`src/rtl/output_serializer_consts.svh`:
```
// Purpose: Shared constants for the output serializer and its feeder
// Assumes: Included by bare name
// Notes:   Offsets are byte addresses on the feeder's register bus
`ifndef OUTPUT_SERIALIZER_CONSTS_SVH
`define OUTPUT_SERIALIZER_CONSTS_SVH

`define OSER_DATA_W       6
`define OSER_TRI_W        4
`define OSER_CNT_W        3
`define OSER_SLAVE_LSB    2
`define OSER_AXI_ADDR_W   4

`define OSER_CTRL_OFS     4'h0
`define OSER_DATA_OFS     4'h4
`define OSER_TRI_OFS      4'h8
`define OSER_STATUS_OFS   4'hc

`define OSER_CTRL_DCE_BIT 0
`define OSER_CTRL_TCE_BIT 1
`define OSER_CTRL_RST_BIT 2
`define OSER_STAT_BSY_BIT 0
`define OSER_STAT_DIV_BIT 1

`define OSER_CTRL_RESET   2'h0
`define OSER_DATA_RESET   6'h00
`define OSER_TRI_RESET    4'h0

`define OSER_RESP_OKAY    2'h0
`define OSER_RESP_SLVERR  2'h2

`endif

```
`src/rtl/output_serializer_pkg.sv`:
```
// Purpose: Types shared by the serializer, its feeder and their testbench
// Assumes: Constants come from output_serializer_consts.svh
// Notes:   Types only
package output_serializer_pkg;

    typedef enum logic {
        RATE_SDR = 1'b0,
        RATE_DDR = 1'b1
    } rate_e;

    typedef enum logic {
        ROLE_MASTER = 1'b0,
        ROLE_SLAVE  = 1'b1
    } role_e;

    typedef enum logic [1:0] {
        RST_IDLE = 2'b00,
        RST_ARM  = 2'b01,
        RST_HOLD = 2'b10
    } reset_state_e;

endpackage

```
`src/rtl/parallel_side_if.sv`:
```
// Purpose: Parallel side between fabric feeder and output serializer
// Assumes: One clock; the feeder makes the divided clock from aclk
// Notes:   No clocking block; testbench joins the two ends here
`timescale 1ns/1ps
`include "output_serializer_consts.svh"

interface parallel_side_if;
    logic                       divided_parallel_clock;
    logic [`OSER_DATA_W-1:0]    parallel_data_in;
    logic [`OSER_TRI_W-1:0]     parallel_tristate_in;
    logic                       data_path_clock_enable;
    logic                       tristate_clock_enable;
    logic                       async_reset_in;

    modport device (
        input divided_parallel_clock,
        input parallel_data_in,
        input parallel_tristate_in,
        input data_path_clock_enable,
        input tristate_clock_enable,
        input async_reset_in
    );

    modport fabric (
        output divided_parallel_clock,
        output parallel_data_in,
        output parallel_tristate_in,
        output data_path_clock_enable,
        output tristate_clock_enable,
        output async_reset_in
    );
endinterface

```
`src/rtl/serializer_feeder.sv`:
```
// Purpose: Fabric end: makes the divided clock, reset pulse and words
// Assumes: Software reaches its registers over AXI4-Lite
// Notes:   One write and one read outstanding at most
//
// The address map and the AXI4-Lite register port were decided locally.
`timescale 1ns/1ps
`include "output_serializer_consts.svh"

module serializer_feeder #(
    parameter int RATIO = 2
) (
    // Clock and reset
    input  wire logic                          aclk,
    input  wire logic                          aresetn,
    // AXI4-Lite slave
    input  wire logic [`OSER_AXI_ADDR_W-1:0]   s_axi_awaddr,
    input  wire logic                          s_axi_awvalid,
    output logic                               s_axi_awready,
    input  wire logic [31:0]                   s_axi_wdata,
    input  wire logic [3:0]                    s_axi_wstrb,
    input  wire logic                          s_axi_wvalid,
    output logic                               s_axi_wready,
    output logic [1:0]                         s_axi_bresp,
    output logic                               s_axi_bvalid,
    input  wire logic                          s_axi_bready,
    input  wire logic [`OSER_AXI_ADDR_W-1:0]   s_axi_araddr,
    input  wire logic                          s_axi_arvalid,
    output logic                               s_axi_arready,
    output logic [31:0]                        s_axi_rdata,
    output logic [1:0]                         s_axi_rresp,
    output logic                               s_axi_rvalid,
    input  wire logic                          s_axi_rready,
    // Serializer side
    parallel_side_if.fabric                    par
);

    localparam logic [`OSER_CNT_W-1:0] LAST = `OSER_CNT_W'(RATIO - 1);
    localparam logic [`OSER_CNT_W-1:0] HALF = `OSER_CNT_W'((RATIO + 1) / 2);

    output_serializer_pkg::reset_state_e rst_state_reg;
    logic [`OSER_CNT_W-1:0]      div_cnt_reg;
    logic [`OSER_CNT_W-1:0]      div_cnt_next;
    logic                        div_reg;
    logic                        rise_next;
    logic [1:0]                  ctrl_reg;
    logic [`OSER_DATA_W-1:0]     data_reg;
    logic [`OSER_TRI_W-1:0]      tri_reg;
    logic                        pend_reg;
    logic                        rst_out_reg;
    logic                        aw_full_reg;
    logic                        w_full_reg;
    logic [`OSER_AXI_ADDR_W-1:0] aw_addr_reg;
    logic [31:0]                 w_data_reg;
    logic [3:0]                  w_strb_reg;
    logic                        do_write;
    logic                        rst_req;

    ////////////////////////////////////////////////////////////////////////////////
    // Divided clock, phase aligned to aclk

    assign div_cnt_next = (div_cnt_reg == LAST) ? '0 : div_cnt_reg + `OSER_CNT_W'(1);
    assign rise_next    = (div_cnt_next == '0);

    always_ff @(posedge aclk) begin
        if (!aresetn) begin
            div_cnt_reg <= LAST;
            div_reg     <= 1'b0;
        end else begin
            div_cnt_reg <= div_cnt_next;
            div_reg     <= (div_cnt_next < HALF);
        end
    end

    ////////////////////////////////////////////////////////////////////////////////
    // Reset pulse: starts and ends on a divided rise, one period long

    assign rst_req = do_write && (aw_addr_reg == `OSER_CTRL_OFS) && w_strb_reg[0]
                     && w_data_reg[`OSER_CTRL_RST_BIT];

    // New request wins over the clear on arming
    always_ff @(posedge aclk) begin
        if (!aresetn) begin
            pend_reg <= 1'b1;
        end else if (rst_req) begin
            pend_reg <= 1'b1;
        end else if (rst_state_reg == output_serializer_pkg::RST_IDLE) begin
            pend_reg <= 1'b0;
        end
    end

    always_ff @(posedge aclk) begin
        if (!aresetn) begin
            rst_state_reg <= output_serializer_pkg::RST_IDLE;
            rst_out_reg   <= 1'b0;
        end else begin
            case (rst_state_reg)
                output_serializer_pkg::RST_IDLE: begin
                    if (pend_reg) begin
                        rst_state_reg <= output_serializer_pkg::RST_ARM;
                    end
                end
                output_serializer_pkg::RST_ARM: begin
                    if (rise_next) begin
                        rst_out_reg   <= 1'b1;
                        rst_state_reg <= output_serializer_pkg::RST_HOLD;
                    end
                end
                output_serializer_pkg::RST_HOLD: begin
                    if (rise_next) begin
                        rst_out_reg   <= 1'b0;
                        rst_state_reg <= output_serializer_pkg::RST_IDLE;
                    end
                end
                default: begin
                    rst_state_reg <= output_serializer_pkg::RST_IDLE;
                end
            endcase
        end
    end

    ////////////////////////////////////////////////////////////////////////////////
    // AXI4-Lite slave

    assign s_axi_awready = !aw_full_reg && !s_axi_bvalid;
    assign s_axi_wready  = !w_full_reg && !s_axi_bvalid;
    assign s_axi_arready = !s_axi_rvalid;
    assign do_write      = aw_full_reg && w_full_reg && !s_axi_bvalid;

    always_ff @(posedge aclk) begin
        if (!aresetn) begin
            aw_full_reg  <= 1'b0;
            w_full_reg   <= 1'b0;
            aw_addr_reg  <= '0;
            w_data_reg   <= '0;
            w_strb_reg   <= '0;
            s_axi_bvalid <= 1'b0;
            s_axi_bresp  <= `OSER_RESP_OKAY;
        end else begin
            if (s_axi_awvalid && s_axi_awready) begin
                aw_full_reg <= 1'b1;
                aw_addr_reg <= s_axi_awaddr;
            end
            if (s_axi_wvalid && s_axi_wready) begin
                w_full_reg <= 1'b1;
                w_data_reg <= s_axi_wdata;
                w_strb_reg <= s_axi_wstrb;
            end
            if (do_write) begin
                aw_full_reg  <= 1'b0;
                w_full_reg   <= 1'b0;
                s_axi_bvalid <= 1'b1;
                if (aw_addr_reg == `OSER_CTRL_OFS || aw_addr_reg == `OSER_DATA_OFS
                    || aw_addr_reg == `OSER_TRI_OFS) begin
                    s_axi_bresp <= `OSER_RESP_OKAY;
                end else begin
                    s_axi_bresp <= `OSER_RESP_SLVERR;
                end
            end else if (s_axi_bready) begin
                s_axi_bvalid <= 1'b0;
            end
        end
    end

    always_ff @(posedge aclk) begin
        if (!aresetn) begin
            ctrl_reg <= `OSER_CTRL_RESET;
            data_reg <= `OSER_DATA_RESET;
            tri_reg  <= `OSER_TRI_RESET;
        end else if (do_write && w_strb_reg[0]) begin
            if (aw_addr_reg == `OSER_CTRL_OFS) begin
                ctrl_reg <= w_data_reg[1:0];
            end else if (aw_addr_reg == `OSER_DATA_OFS) begin
                data_reg <= w_data_reg[`OSER_DATA_W-1:0];
            end else if (aw_addr_reg == `OSER_TRI_OFS) begin
                tri_reg <= w_data_reg[`OSER_TRI_W-1:0];
            end
        end
    end

    always_ff @(posedge aclk) begin
        if (!aresetn) begin
            s_axi_rvalid <= 1'b0;
            s_axi_rdata  <= '0;
            s_axi_rresp  <= `OSER_RESP_OKAY;
        end else if (s_axi_arvalid && s_axi_arready) begin
            s_axi_rvalid <= 1'b1;
            s_axi_rresp  <= `OSER_RESP_OKAY;
            if (s_axi_araddr == `OSER_CTRL_OFS) begin
                s_axi_rdata <= {30'h0, ctrl_reg};
            end else if (s_axi_araddr == `OSER_DATA_OFS) begin
                s_axi_rdata <= {26'h0, data_reg};
            end else if (s_axi_araddr == `OSER_TRI_OFS) begin
                s_axi_rdata <= {28'h0, tri_reg};
            end else if (s_axi_araddr == `OSER_STATUS_OFS) begin
                s_axi_rdata <= {30'h0, div_reg,
                                pend_reg || (rst_state_reg != output_serializer_pkg::RST_IDLE)};
            end else begin
                s_axi_rdata <= '0;
                s_axi_rresp <= `OSER_RESP_SLVERR;
            end
        end else if (s_axi_rready) begin
            s_axi_rvalid <= 1'b0;
        end
    end

    ////////////////////////////////////////////////////////////////////////////////
    // Parallel side drive

    assign par.divided_parallel_clock = div_reg;
    assign par.async_reset_in         = rst_out_reg;
    assign par.parallel_data_in       = data_reg;
    assign par.parallel_tristate_in   = tri_reg;
    assign par.data_path_clock_enable = ctrl_reg[`OSER_CTRL_DCE_BIT];
    assign par.tristate_clock_enable  = ctrl_reg[`OSER_CTRL_TCE_BIT];

endmodule

```
`src/flat_wrapper.sv`:
```
// flat-port wrapper written by rule: the top's interface ports become plain ports
module serializer_feeder_flat 
#(
    parameter int RATIO = 2
)
  (aclk, aresetn, s_axi_awaddr, s_axi_awvalid, s_axi_awready, s_axi_wdata, s_axi_wstrb, s_axi_wvalid, s_axi_wready, s_axi_bresp, s_axi_bvalid, s_axi_bready, s_axi_araddr, s_axi_arvalid, s_axi_arready, s_axi_rdata, s_axi_rresp, s_axi_rvalid, s_axi_rready, par_divided_parallel_clock, par_parallel_data_in, par_parallel_tristate_in, par_data_path_clock_enable, par_tristate_clock_enable, par_async_reset_in);
  parallel_side_if par_i ();
  input  wire logic aclk;
  input  wire logic aresetn;
  input  wire logic [`OSER_AXI_ADDR_W-1:0] s_axi_awaddr;
  input  wire logic s_axi_awvalid;
  output logic s_axi_awready;
  input  wire logic [31:0] s_axi_wdata;
  input  wire logic [3:0] s_axi_wstrb;
  input  wire logic s_axi_wvalid;
  output logic s_axi_wready;
  output logic [1:0] s_axi_bresp;
  output logic s_axi_bvalid;
  input  wire logic s_axi_bready;
  input  wire logic [`OSER_AXI_ADDR_W-1:0] s_axi_araddr;
  input  wire logic s_axi_arvalid;
  output logic s_axi_arready;
  output logic [31:0] s_axi_rdata;
  output logic [1:0] s_axi_rresp;
  output logic s_axi_rvalid;
  input  wire logic s_axi_rready;
  output wire logic [$bits(par_i.divided_parallel_clock)-1:0] par_divided_parallel_clock;
  output wire logic [$bits(par_i.parallel_data_in)-1:0] par_parallel_data_in;
  output wire logic [$bits(par_i.parallel_tristate_in)-1:0] par_parallel_tristate_in;
  output wire logic [$bits(par_i.data_path_clock_enable)-1:0] par_data_path_clock_enable;
  output wire logic [$bits(par_i.tristate_clock_enable)-1:0] par_tristate_clock_enable;
  output wire logic [$bits(par_i.async_reset_in)-1:0] par_async_reset_in;
  assign par_divided_parallel_clock = par_i.divided_parallel_clock;
  assign par_parallel_data_in = par_i.parallel_data_in;
  assign par_parallel_tristate_in = par_i.parallel_tristate_in;
  assign par_data_path_clock_enable = par_i.data_path_clock_enable;
  assign par_tristate_clock_enable = par_i.tristate_clock_enable;
  assign par_async_reset_in = par_i.async_reset_in;
  serializer_feeder #(.RATIO(RATIO)) u_core (.aclk(aclk), .aresetn(aresetn), .s_axi_awaddr(s_axi_awaddr), .s_axi_awvalid(s_axi_awvalid), .s_axi_awready(s_axi_awready), .s_axi_wdata(s_axi_wdata), .s_axi_wstrb(s_axi_wstrb), .s_axi_wvalid(s_axi_wvalid), .s_axi_wready(s_axi_wready), .s_axi_bresp(s_axi_bresp), .s_axi_bvalid(s_axi_bvalid), .s_axi_bready(s_axi_bready), .s_axi_araddr(s_axi_araddr), .s_axi_arvalid(s_axi_arvalid), .s_axi_arready(s_axi_arready), .s_axi_rdata(s_axi_rdata), .s_axi_rresp(s_axi_rresp), .s_axi_rvalid(s_axi_rvalid), .s_axi_rready(s_axi_rready), .par(par_i));
endmodule
```
`config.mk`:
```
export PLATFORM = sky130hd
export DESIGN_NAME = serializer_feeder_flat
export DESIGN_NICKNAME = d
export VERILOG_FILES = /design/src/rtl/output_serializer_pkg.sv /design/src/rtl/parallel_side_if.sv /design/src/rtl/serializer_feeder.sv /design/src/flat_wrapper.sv
export VERILOG_INCLUDE_DIRS = /design/src /design/src/rtl
export SDC_FILE = /design/constraint.sdc
export NUM_CORES = 1
export LEC_CHECK = 0
export BUFFER_PORTS_ARGS = -buffer_cell sky130_fd_sc_hd__buf_4
export CORE_MARGIN = 2
export CORE_UTILIZATION = 31
export CTS_BUF_LIST = sky130_fd_sc_hd__clkbuf_8
export DETAILED_ROUTE_END_ITERATION = 7
export MAX_ROUTING_LAYER = met4
export PLACE_DENSITY = 0.59
export SYNTH_ARGS = -nofsm -noshare
export SYNTH_HDL_FRONTEND = slang
export SYNTH_SLANG_ARGS = --single-unit
```
`constraint.sdc`:
```
create_clock -name aclk -period 2.5 [get_ports aclk]
set_clock_uncertainty 0.1 [all_clocks]
set_input_delay 0.125 -clock aclk [delete_from_list [all_inputs] [get_ports aclk]]
set_output_delay 0.125 -clock aclk [all_outputs]
set_load 0.1 [all_outputs]
```
### Yosys cells after proc, flatten, opt, wreduce, memory -nomap -nowiden

Index checks and enable logic that the tools add are counted.

| storage, ports and cells | value |
|---|---|
| bits in registers | 71 |
| input port bits | 51 |
| output and inout port bits | 55 |

| cells by class | value |
|---|---|
| add/sub/neg operators | 1 |
| order comparisons | 1 |
| equal/unequal tests | 11 |
| mux-type cells | 21 |
| bitwise gates (word level) | 3 |
| reduce and logical (&&, ||, !) cells | 33 |

Operators by type and width:

| cell | count |
|---|---|
| $mux 32 | 3 |
| $mux 2 | 9 |
| $eq 4x4->1 const B | 3 |
| $logic_and 1x1->1 | 11 |
| $reduce_and 3->1 | 3 |
| $eq 4x3->1 const B | 2 |
| $logic_not 4->1 | 2 |
| $reduce_bool 2->1 | 4 |
| $mux 1 | 6 |
| $ne 2x1->1 const B | 3 |
| $pmux 2 s3 | 1 |
| $logic_not 1->1 | 4 |
| $reduce_and 4->1 | 1 |
| $reduce_or 2->1 | 2 |
| $add 3x1->3 const B | 1 |
| $eq 3x1->1 const B | 1 |
| $logic_not 3->1 | 1 |
| $logic_or 1x1->1 | 3 |
| $lt 3x1->1 const B | 1 |
| $mux 3 | 1 |
| $not 1->1 | 3 |
| $eq 2x1->1 const B | 1 |
| $eq 2x2->1 const B | 1 |
| $logic_not 2->1 | 1 |
| other kinds (2) | 2 |

### Longest topological paths before layout

Gate-level depths: netlist of run 1.

| logic depth | value |
|---|---|
| word-level depth | 6 |
| mapped depth | 6 |
| depth with buffers taken out | 6 |

### Worst setup path after synthesis of run 1

Ideal clock, no wire load.

| timing | value |
|---|---|
| kind | reg-to-reg |
| from | register u_core.s_axi_rvalid |
| to | register u_core.s_axi_rdata[2] |
| arrival time | 2.274 ns |
| data required time | 2.333 ns |
| slack | 0.058 ns |
| cell stages (with the launch flop) | 5 |
| buffers on the path | 0 |
| clock period less this slack | 2.442 ns |
| cell sequence | dfxtp_1 inv_1 nand2_1 a22oi_1 nor2b_1 |

| between the ends | value |
|---|---|
| cells in the longest elaborated chain, start to end | 2 |

RTL lines:

| item | RTL line | source |
|---|---|---|
| start: declaration | serializer_feeder.sv:31 | `output logic s_axi_rvalid,` |
| start signal: assignment | serializer_feeder.sv:182 | `s_axi_rvalid <= 1'b0;` |
| start signal: assignment | serializer_feeder.sv:186 | `s_axi_rvalid <= 1'b1;` |
| start signal: assignment | serializer_feeder.sv:202 | `s_axi_rvalid <= 1'b0;` |
| $logic_not 1->1 | serializer_feeder.sv:126 | `assign s_axi_arready = !s_axi_rvalid;` |
| via s_axi_arready | flat_wrapper.sv:22 | `output logic s_axi_arready;` |
| $logic_and 1x1->1 | serializer_feeder.sv:185 | `end else if (s_axi_arvalid && s_axi_arready) begin` |
| end signal: assignment | serializer_feeder.sv:189 | `s_axi_rdata <= {30'h0, ctrl_reg};` |
| end signal: assignment | serializer_feeder.sv:191 | `s_axi_rdata <= {26'h0, data_reg};` |
| end signal: assignment | serializer_feeder.sv:193 | `s_axi_rdata <= {28'h0, tri_reg};` |
| end: declaration | serializer_feeder.sv:29 | `output logic [31:0] s_axi_rdata,` |

The timed path passes the listed nets, and every way through them passes these cells.
A chain may end at the register's enable or synchronous reset.

### Worst setup path after layout of run 1

| timing | value |
|---|---|
| from | register u_core.s_axi_bvalid |
| to | register u_core.data_reg[0], in the netlist u_core.par.parallel_data_in[0] |

| between the ends | value |
|---|---|
| cells in the longest elaborated chain, start to end | 4 |

RTL lines:

| item | RTL line | source |
|---|---|---|
| start: declaration | serializer_feeder.sv:24 | `output logic s_axi_bvalid,` |
| start signal: assignment | serializer_feeder.sv:136 | `s_axi_bvalid <= 1'b0;` |
| start signal: assignment | serializer_feeder.sv:151 | `s_axi_bvalid <= 1'b1;` |
| start signal: assignment | serializer_feeder.sv:159 | `s_axi_bvalid <= 1'b0;` |
| $logic_not 1->1 | serializer_feeder.sv:127 | `assign do_write = aw_full_reg && w_full_reg && !s_axi_bvalid;` |
| $logic_and 1x1->1 | serializer_feeder.sv:127 |  |
| $logic_and 1x1->1 | serializer_feeder.sv:169 | `end else if (do_write && w_strb_reg[0]) begin` |
| $reduce_and 3->1 (no line) | n/a |  |
| end signal: assignment | serializer_feeder.sv:167 | `` data_reg <= `OSER_DATA_RESET; `` |
| end signal: assignment | serializer_feeder.sv:173 | `` data_reg <= w_data_reg[`OSER_DATA_W-1:0]; `` |
| end: declaration | serializer_feeder.sv:46 | `` logic [`OSER_DATA_W-1:0] data_reg; `` |

Every way passes these cells.

==> results.yml, run 1 <==
routing:
  drc: 0
  via_per_inst: 4.49
  routed-via-count: 1635
  dr.max_layer_used: "met4"
  wl_met2_um: 1940
  wl_per_cell_um: 11.5
  ant_nets: 0
  wirelength_um: 4190
  drt_first_pass_iters: 4
  drtIter0Drc: 60
  wl_met1_um: 2010
  met3_length_um: 169
clock_network:
  htreeDepth: 2
  tritoncts: "built"
  root_buffer: "clkbuf_8"
  clk_pin_slew_ns: 0.08
  cts_buffers: 5
  cts_resized: 0
  clockBufferDepth: 2
  clk_latency_ns: 0.30
  cts.sinks: 43
global_routing:
  grt_overflow: 0
  grt_pass1_vias: 1501
  antenna_found_initial: 0
  grt_max_degree: 51
  grt_pass1_wl_um: 7020
  globalRouteTotalUtil_pct: 12.3
layout:
  final_cell_mix: "49 x buf_4, 43 x dfxtp_1, 28 x conb_1"
  utilization_pct: 41.0
  diodes: 0
  nFillCells: 624
  multiInputGateArea_um2: 1060
  layout_commonest_cell: "buf_4"
  final_nets: 341
  layout-drive-gt1-share_pct: 23.7
  area_growth_syn_to_layout_pct: 26.4
  fin_area_um2: 2650
  seq_area_um2: 861
synthesis:
  synthSimpleGateAreaFrac_pct: 19.8
  ys_ff_latch: 43
  synth_compound_area_share_pct: 14.4
  synth_top_family_by_area: "simple AND/OR/NAND/NOR gates"
  synth_xor_area_share_pct: 0.835
  synth_area_per_cell_um2: 9.20
  muxShareOfSynthArea_pct: 8.11
  netlist_instances: 228
  synthAdderAreaFrac_pct: 2.39
  yosysWarnings: 0
  yosysUniqueCellTypes: 36
  synth_seq_area_share_pct: 41.1
  syn-cell-area_um2: 2100
hold_path:
  worstHoldPathType: "in -> reg"
power_and_ir_drop:
  power.switching_w: 0.000737
  ir_drop_mv: 0.375
  seqPwrFrac_pct: 39.7
  p_per_area_nw_per_um2: 724
  sw_frac_of_total_pct: 38.4
  fin_total_pwr_w: 0.00192
  p_clk_share_pct: 28.1
  power.leakage_nw: 1.19
  pwr-share-comb_pct: 32.2
  p_int_w: 0.00118
worst_setup_path:
  critical_path_buf_inv_count: 0
  end_kind: "register"
  path_class: "reg -> reg"
  slowest_stage: "or4b_4"
  path_cells: "nand3b_1 > or4b_4 > nand3_1 > o21ai_2"
  cp.required_ns: 2.59
  slowest_delay_ns: 0.70
  crit_fanout: 12
  crit_arrival_ns: 1.89
  crit_family: "simple AND/OR/NAND/NOR gates"
  setup.worst_path.start_class: "register"
sta:
  setup_viol: 0
  fin_crit_sh_pct: 72.2
  rsz0062_at_grt: "no"
  finalHoldViolCount: 0
  fin_setup_tns_ns: 0
  max_clock_freq_ghz: 0.554
  fin_crit_ns: 1.80
  fin_ws_ns: 0.696
  maxSlewViolCount: 0
die:
  core_um2: 6460
  start_util_pct: 32.5
  die-area_um2: 7440
  ioPinCount: 106
  die_h_um: 86.2
  die_x_um: 86.2
  row_count: 29
placement:
  numPortBuffers: 48
  dpl.hpwl_um: 2990
  placed_area_um2: 2410
  pre_cts_ws_ns: 0.707
  gp_congestion: 0.785
run_status:
  outcome: "complete, no violations"
run:
  max-cap-violations: 0
-- per-layer routing --
metal  vias to the layer above  global-route usage, %
met5                         -                      -
met4                         0                   4.26
met3                         6                   3.14
met2                        47                   19.4
met1                       747                   15.3
li1                        835                      -
-- through the flow --
| stage | hold slack (ns) | instances |
|---|---|---|
| after global routing | 0.0249 | 364 |
| after floorplan | 0.163 | 255 |
| final | 0.0130 | 364 |
| after global placement | 0.263 | 343 |
| after CTS | 0.00825 | 364 |
| after detailed placement | 0.273 | 343 |
-- worst min-delay path: cells and delay by family --
| family | cells | cell delay, ns |
|---|---|---|
| simple gates | 1 | 0.10 |
| buf+inv | 1 | 0.08 |
| mux | 1 | 0.06 |
-- synthesized netlist by cell type --
| cell type | count | area [µm²] |
|---|---|---|
| or3b_1 | 1 | 8.76 |
| or4b_4 | 1 | 13.8 |
| a21oi_1 | 9 | 45.0 |
| o211ai_1 | 2 | 15.0 |
| nand2_1 | 25 | 93.8 |
| and2_1 | 4 | 25.0 |
| nor3_1 | 2 | 10.0 |
| nand3b_1 | 2 | 15.0 |
| inv_1 | 6 | 22.5 |
| nor3b_1 | 1 | 7.51 |
| a211oi_1 | 2 | 15.0 |
| o211a_1 | 5 | 50.1 |
| conb_1 | 1 | 3.75 |
| and3_1 | 1 | 6.26 |
| nor2b_1 | 20 | 125 |
| o221ai_1 | 1 | 8.76 |
| buf_1 | 2 | 7.51 |
| o21a_1 | 1 | 7.51 |
| dfxtp_1 | 43 | 861 |
| buf_6 | 1 | 11.3 |
| nand2b_1 | 4 | 25.0 |
| a21boi_0 | 5 | 37.5 |
| nor4_1 | 1 | 6.26 |
| mux2i_1 | 17 | 170 |
| nand3_1 | 4 | 20.0 |
| xnor2_1 | 2 | 17.5 |
| nor2_1 | 5 | 18.8 |
| a22oi_1 | 2 | 15.0 |
| nand3_2 | 4 | 40.0 |
| buf_4 | 28 | 210 |
| o21ai_2 | 6 | 52.6 |
| ha_1 | 4 | 50.1 |
| a22o_1 | 2 | 17.5 |
| o21ai_0 | 5 | 25.0 |
| clkbuf_1 | 7 | 26.3 |
| a31oi_1 | 2 | 12.5 |
-- layout make-up --
type                    count  share of cell area [%]
repair buffers             62                    18.8
flip-flops and latches     43                    32.5
well taps                  77                    3.64
clock buffers               5                    2.60
multi-input cells         168                    40.0
clock inverters             3                    1.65
inverters                   6                   0.850
-- path summary, 6_finish.rpt --
check	from	cells after the start	slack, ns	to
setup / recovery	u_core.s_axi_bvalid	4	0.70	u_core.par.parallel_data_in[0]
hold / removal	s_axi_awaddr[3]	3	0.01	u_core.aw_addr_reg[3]
setup reg to reg	u_core.s_axi_bvalid	4	0.70	u_core.par.parallel_data_in[0]
hold reg to reg	u_core.div_cnt_reg[0]	1	0.35	u_core.div_cnt_reg[0]
-- power groups by stage --
stage | Sequential [W] | Clock (W) | Combinational (W)
6_report | 0.000762 | 0.000539 | 0.000617
5_1_grt | 0.000771 | 0.000584 | 0.000663
4_1_cts | 0.000763 | 0.000556 | 0.000619
3_5_place_dp | 0.000779 | 0 | 0.000601
3_3_place_gp | 0.000778 | 0 | 0.000595
2_1_floorplan | 0.000882 | 0 | 0.000430
-- cells by family (layout without fill, tap and decap cells) --
kind of cell	Yosys count	count (layout)
AO/OA/AOI/OAI	42	42
XOR/XNOR	2	2
adder cells (fa/ha/maj)	4	4
buffers and inverters	44	76
flip-flops	43	43
multiplexers	17	17
other	1	28
AND/OR/NAND/NOR	75	75
-- timing repair --
item,in CTS,in global routing
buffers inserted,0,0
hold buffers,13,0
endpoints found under the hold margin,12,0
(Power assumes the default switching activity.)
==> run 2: changes to the inputs <==
ABC_AREA = 1   (was not set)
PLACE_DENSITY = 0.6   (was 0.59)
clock period = 1.7 ns   (was 2.5 ns; I/O delays follow)
==> run 2 against run 1 <==
Worst hold slack improved by 0.031 ns; register-to-register slack lost 0.56 ns; wire length is 4.5% higher; highest routed layer unchanged; synthesized cell count grew 18%; combinational power up 65%.
==> results.yml, run 2 <==
die:
  die-area_um2: 7120
  die_h_um: 84.4
  row_count: 29
  ioPinCount: 106
  start_util_pct: 31.7
  core_um2: 6310
  die_x_um: 84.4
worst_setup_path:
  slowest_delay_ns: 0.61
  path_cells: "dlygate4sd3_1 > buf_4 > nor2_4 > dlygate4sd3_1 > a21oi_1"
  crit_fanout: 10
  crit_arrival_ns: 1.65
  path_class: "in -> reg"
  slowest_stage: "dlygate4sd3_1"
  cp.required_ns: 1.78
  crit_top_cell: "dlygate4sd3_1"
  end_kind: "register"
  setup.worst_path.start_class: "primary input"
  r2r_slack_ns: 0.14
synthesis:
  syn-cell-area_um2: 2000
  yosysWarnings: 0
  synth_area_leaders: "dfxtp_1 43%, buf_4 11%, nor2_1 11%"
  synth_top_area_cell: "dfxtp_1"
  synth_top_cells_by_count: "56 x nor2_1, 43 x dfxtp_1, 36 x nand2_1, 29 x o21ai_0, 28 x buf_4"
  async_reset_ff_share_pct: 0
  netlist_instances: 268
  synth_area_per_cell_um2: 7.47
  ys_ff_latch: 43
  ys.flop_type: "dfxtp_1"
  synth_seq_area_share_pct: 43.0
  synth.most_common_cell: "nor2_1"
  yosysUniqueCellTypes: 25
  synth_top_area_share_pct: 43.0
  synth_edf_count: 0
routing:
  drt_first_pass_iters: 6
  routed-via-count: 1777
  wirelength_um: 4380
  wl_per_cell_um: 10.6
  ant_nets: 0
  via_per_inst: 4.30
  drc: 0
  drtIter0Drc: 59
layout:
  final_cell_mix: "54 x nor2_1, 48 x buf_4, 41 x dfxtp_1"
  layout_commonest_cell: "nor2_1"
  utilization_pct: 42.0
  diodes: 0
  nFillCells: 684
  final_nets: 390
  area_growth_syn_to_layout_pct: 32.5
  layout-drive-gt1-share_pct: 22.6
global_routing:
  antenna_found_initial: 0
  globalRouteTotalUtil_pct: 12.6
  grt_pass1_wl_um: 7100
  grt_pass1_vias: 1600
  grt_max_degree: 36
  grt_overflow: 0
clock_network:
  tritoncts: "built"
  postCtsSetupBuffers: 0
  clk_latency_ns: 0.29
  cts.sinks: 43
  htreeDepth: 2
  cts_buffers: 5
  clockBufferDepth: 2
  root_buffer: "clkbuf_8"
  clk_pin_slew_ns: 0.08
sta:
  fin_ws_ns: 0.130
  rsz0062_at_grt: "no"
  maxSlewViolCount: 0
  fin_crit_sh_pct: 92.3
  setup_viol: 0
  finalHoldViolCount: 0
  max_clock_freq_ghz: 0.637
  fin_crit_ns: 1.57
power_and_ir_drop:
  ir_drop_mv: 0.550
  power.leakage_nw: 1.25
  p_per_area_nw_per_um2: 1130
run_status:
  outcome: "complete, no violations"
placement:
  dpl.hpwl_um: 3200
  numPortBuffers: 48
  gp_congestion: 0.831
  pre_cts_ws_ns: 0.204
run:
  max-cap-violations: 0
hold_path:
  worstHoldPathType: "in -> reg"
run 2: cell types whose count changed in the layout (fill, tap and decap cells not counted), moves of 6 or more:
cell     previous run  this run
nand4_1             0         7
a21oi_1             9        15
nand2_1            25        33
mux2i_1            17         0
nor2_1              5        54
nand2_2             0         6
o21ai_2             6         0
nor2b_1            20         0
o21ai_0             5        24
inv_1               6        18
nand3_1             4        10
run 2: cell families (layout without fill, tap and decap cells):
logic type	count (synthesis)	after routing	share of synthesized area [%]
AND/OR/NAND/NOR	118	118	26.2
buffers and inverters	56	97	16.3
AO/OA/AOI/OAI	46	46	11.8
flip-flops	43	43	43.0
adder cells (fa/ha/maj)	4	4	2.50
other	1	28	0.187
run 2: final cells by class:
class                      instances  area (µm²)  share of cell area, %
multi-input combinational        196         938                   35.4
sequential                        43         868                   32.7
timing repair buffer              66         541                   20.4
tap                               77        96.3                   3.63
inverter                          23        91.3                   3.44
clock buffer                       6        82.6                   3.11
clock inverter                     2        35.0                   1.32
run 2: worst paths after layout:
check	startpoint	to	depth (start not counted)
min reg2reg	u_core.div_cnt_reg[0]	u_core.div_cnt_reg[0]	1
max reg2reg	u_core.aw_full_reg	u_core.aw_addr_reg[1]	5
max	s_axi_araddr[0]	u_core.s_axi_rresp[1]	5
min	aresetn	u_core.div_cnt_reg[0]	2
run 2: repair_timing:
item / CTS / global route
gates resized for setup: 0 / 2
hold buffers: 18 / 0
endpoints found under the hold margin: 17 / 0
setup endpoints to repair: 0 / 1
run 2: layer usage:
layer	global-route usage (%)	up-vias	wire length, µm
li1	-	932	-
met1	15.0	775	2010
met2	20.9	63	2050
met3	2.95	7	254
met4	4.76	0	65
met5	-	-	0
run 2: worst max-delay path, delay by kind of cell:
family | cells | cell delay, ns
AO/OA/AOI/OAI | 1 | 0.06
AND/OR/NAND/NOR | 1 | 0.22
buffers and inverters | 3 | 1.29
run 2: power by group:
| group | internal (W) | leakage [nW] | switching, W |
|---|---|---|---|
| Combinational | 0.000242 | 0.836 | 0.000780 |
| Sequential | 0.00109 | 0.354 | 0.0000561 |
| Clock | 0.000475 | 0.0612 | 0.000341 |
| Total | 0.00181 | 1.25 | 0.00118 |
run 2: metrics by stage:
| stage | cell area, µm² | power [W] | cells | hold slack, ns | setup TNS, ns |
|---|---|---|---|---|---|
| global placement | 2350 | 0.00215 | 387 | 0.231 | 0 |
| finish | 2650 | 0.00299 | 413 | 0.0444 | 0 |
| global route | 2650 | 0.00314 | 413 | 0.0535 | 0 |
| floorplan | 2130 | 0.00204 | 295 | 0.123 | -1.06 |
| detailed placement | 2350 | 0.00216 | 387 | 0.234 | 0 |
| CTS | 2650 | 0.00301 | 413 | 0.0282 | 0 |
==> run 3: changes to the inputs <==
CORE_ASPECT_RATIO = 0.7   (was not set)
==> run 3 against run 2 <==
Final cell count decreased by 0.24%; clock power is 2.8% lower; register-to-register slack barely moved; first-iteration DRC count grew 25%; critical path depth did not move; worst hold slack lost 0.032 ns; via count is essentially flat; sequential share of layout area rose by 0.34 points; flip-flop and latch count unchanged; sequential power hardly changed; critical path type is now reg -> reg; critical endpoint is now u_core.aw_addr_reg[1].
==> results.yml, run 3 (synthesis results as in run 2) <==
placement:
  numPortBuffers: 48
  dpl.hpwl_um: 3330
  gp_congestion: 0.768
  pre_cts_ws_ns: 0.259
sta:
  setup_viol: 0
  finalHoldViolCount: 0
  rsz0062_at_grt: "no"
  max_clock_freq_ghz: 0.640
  hold_ws_ns: 0.0120
  fin_crit_ns: 1.56
  maxSlewViolCount: 0
  fin_ws_ns: 0.137
  fin_crit_sh_pct: 91.9
run_status:
  outcome: "complete, no violations"
worst_setup_path:
  end_kind: "register"
  crit_fanout: 6
  path_class: "reg -> reg"
  setup.worst_path.start_class: "register"
  crit_arrival_ns: 1.66
  cp.required_ns: 1.80
die:
  die_x_um: 100
  start_util_pct: 32.1
  row_count: 24
  ioPinCount: 106
  core_um2: 6250
  die_h_um: 71.2
  die-area_um2: 7130
power_and_ir_drop:
  power.leakage_nw: 1.24
  p_per_area_nw_per_um2: 1130
  ir_drop_mv: 0.443
routing:
  routed-via-count: 1778
  wl_per_cell_um: 11.0
  drc: 0
  ant_nets: 0
  drtIter0Drc: 74
  wirelength_um: 4520
  drt_first_pass_iters: 4
  via_per_inst: 4.32
layout:
  final_nets: 388
  layout-drive-gt1-share_pct: 22.5
  final_cell_mix: "54 x nor2_1, 48 x buf_4, 41 x dfxtp_1"
  layout_commonest_cell: "nor2_1"
  area_growth_syn_to_layout_pct: 31.1
  diodes: 0
global_routing:
  grt_pass1_vias: 1600
  grt_overflow: 0
  globalRouteTotalUtil_pct: 13.7
  grt_pass1_wl_um: 7310
  grt_max_degree: 36
  antenna_found_initial: 0
clock_network:
  cts_buffers: 5
  clockBufferDepth: 2
  root_buffer: "clkbuf_8"
  clk_pin_slew_ns: 0.09
  clk_latency_ns: 0.30
  cts.sinks: 43
  tritoncts: "built"
  htreeDepth: 2
run:
  max-cap-violations: 0
hold_path:
  worstHoldPathType: "in -> reg"
run 3: cell count changes in the layout (fill, tap and decap cells not counted), sizes merged:
cell and delta:
clkbuf -1, clkinv -1, dlygate4sd3 -2, inv +2
run 3: power breakdown:
part | internal (W) | switching, W | leakage, nW | total, W
clock | 0.000434 | 0.000359 | 0.0599 | 0.000793
sequential | 0.00109 | 0.0000535 | 0.354 | 0.00115
combinational | 0.000239 | 0.000777 | 0.826 | 0.00102
total | 0.00177 | 0.00119 | 1.24 | 0.00296
run 3: area by class of cell:
type / instances / area [µm²]
Fill cell: 648 / 3620
Multi-Input combinational cell: 196 / 938
Sequential cell: 43 / 868
Timing Repair Buffer: 64 / 520
Tap cell: 78 / 97.6
Inverter: 23 / 91.3
Clock buffer: 5 / 68.8
Clock inverter: 3 / 40.0
run 3: path summary, 6_finish.rpt:
path | cells after the start | slack (ns) | from | endpoint
setup / recovery | 5 | 0.14 | u_core.aw_full_reg | u_core.aw_addr_reg[1]
setup reg to reg | 5 | 0.14 | u_core.aw_full_reg | u_core.aw_addr_reg[1]
hold / removal | 3 | 0.01 | s_axi_araddr[0] | u_core.s_axi_rresp[1]
hold reg to reg | 1 | 0.34 | u_core.div_cnt_reg[0] | u_core.div_cnt_reg[0]
run 3: stage by stage:
stage	instance area [µm²]	std cells	power (W)	utilization, %	TNS, ns
global placement	2350	388	0.00214	37.7	0
global route	2630	412	0.00311	42.0	0
finish	2630	412	0.00296	42.0	0
detailed placement	2350	388	0.00215	37.7	0
CTS	2620	412	0.00298	42.0	0
floorplan	2130	295	0.00204	-	-1.06
run 3: worst max-delay path, cell delays in order, from the launching register on:
cell and delay [ns]:
dfxtp_1 0.36, nor2_4 0.17, nand2_2 0.11, o21ai_1 0.13, nor2_1 0.05, dlygate4sd3_1 0.54
run 3: layer usage:
| metal | vias up | share of wire [%] | GRT usage (%) |
|---|---|---|---|
| li1 | 937 | - | - |
| met1 | 784 | 48 | 16.8 |
| met2 | 51 | 43 | 20.6 |
| met3 | 6 | 7.1 | 4.49 |
| met4 | 0 | 1.7 | 6.54 |
| met5 | - | 0 | - |
run 3: timing repair:
action,CTS,global route
hold endpoints to repair,16,0
resized for setup,0,2
hold buffers,16,0
endpoints found under the setup margin,0,1
setup buffers,0,0
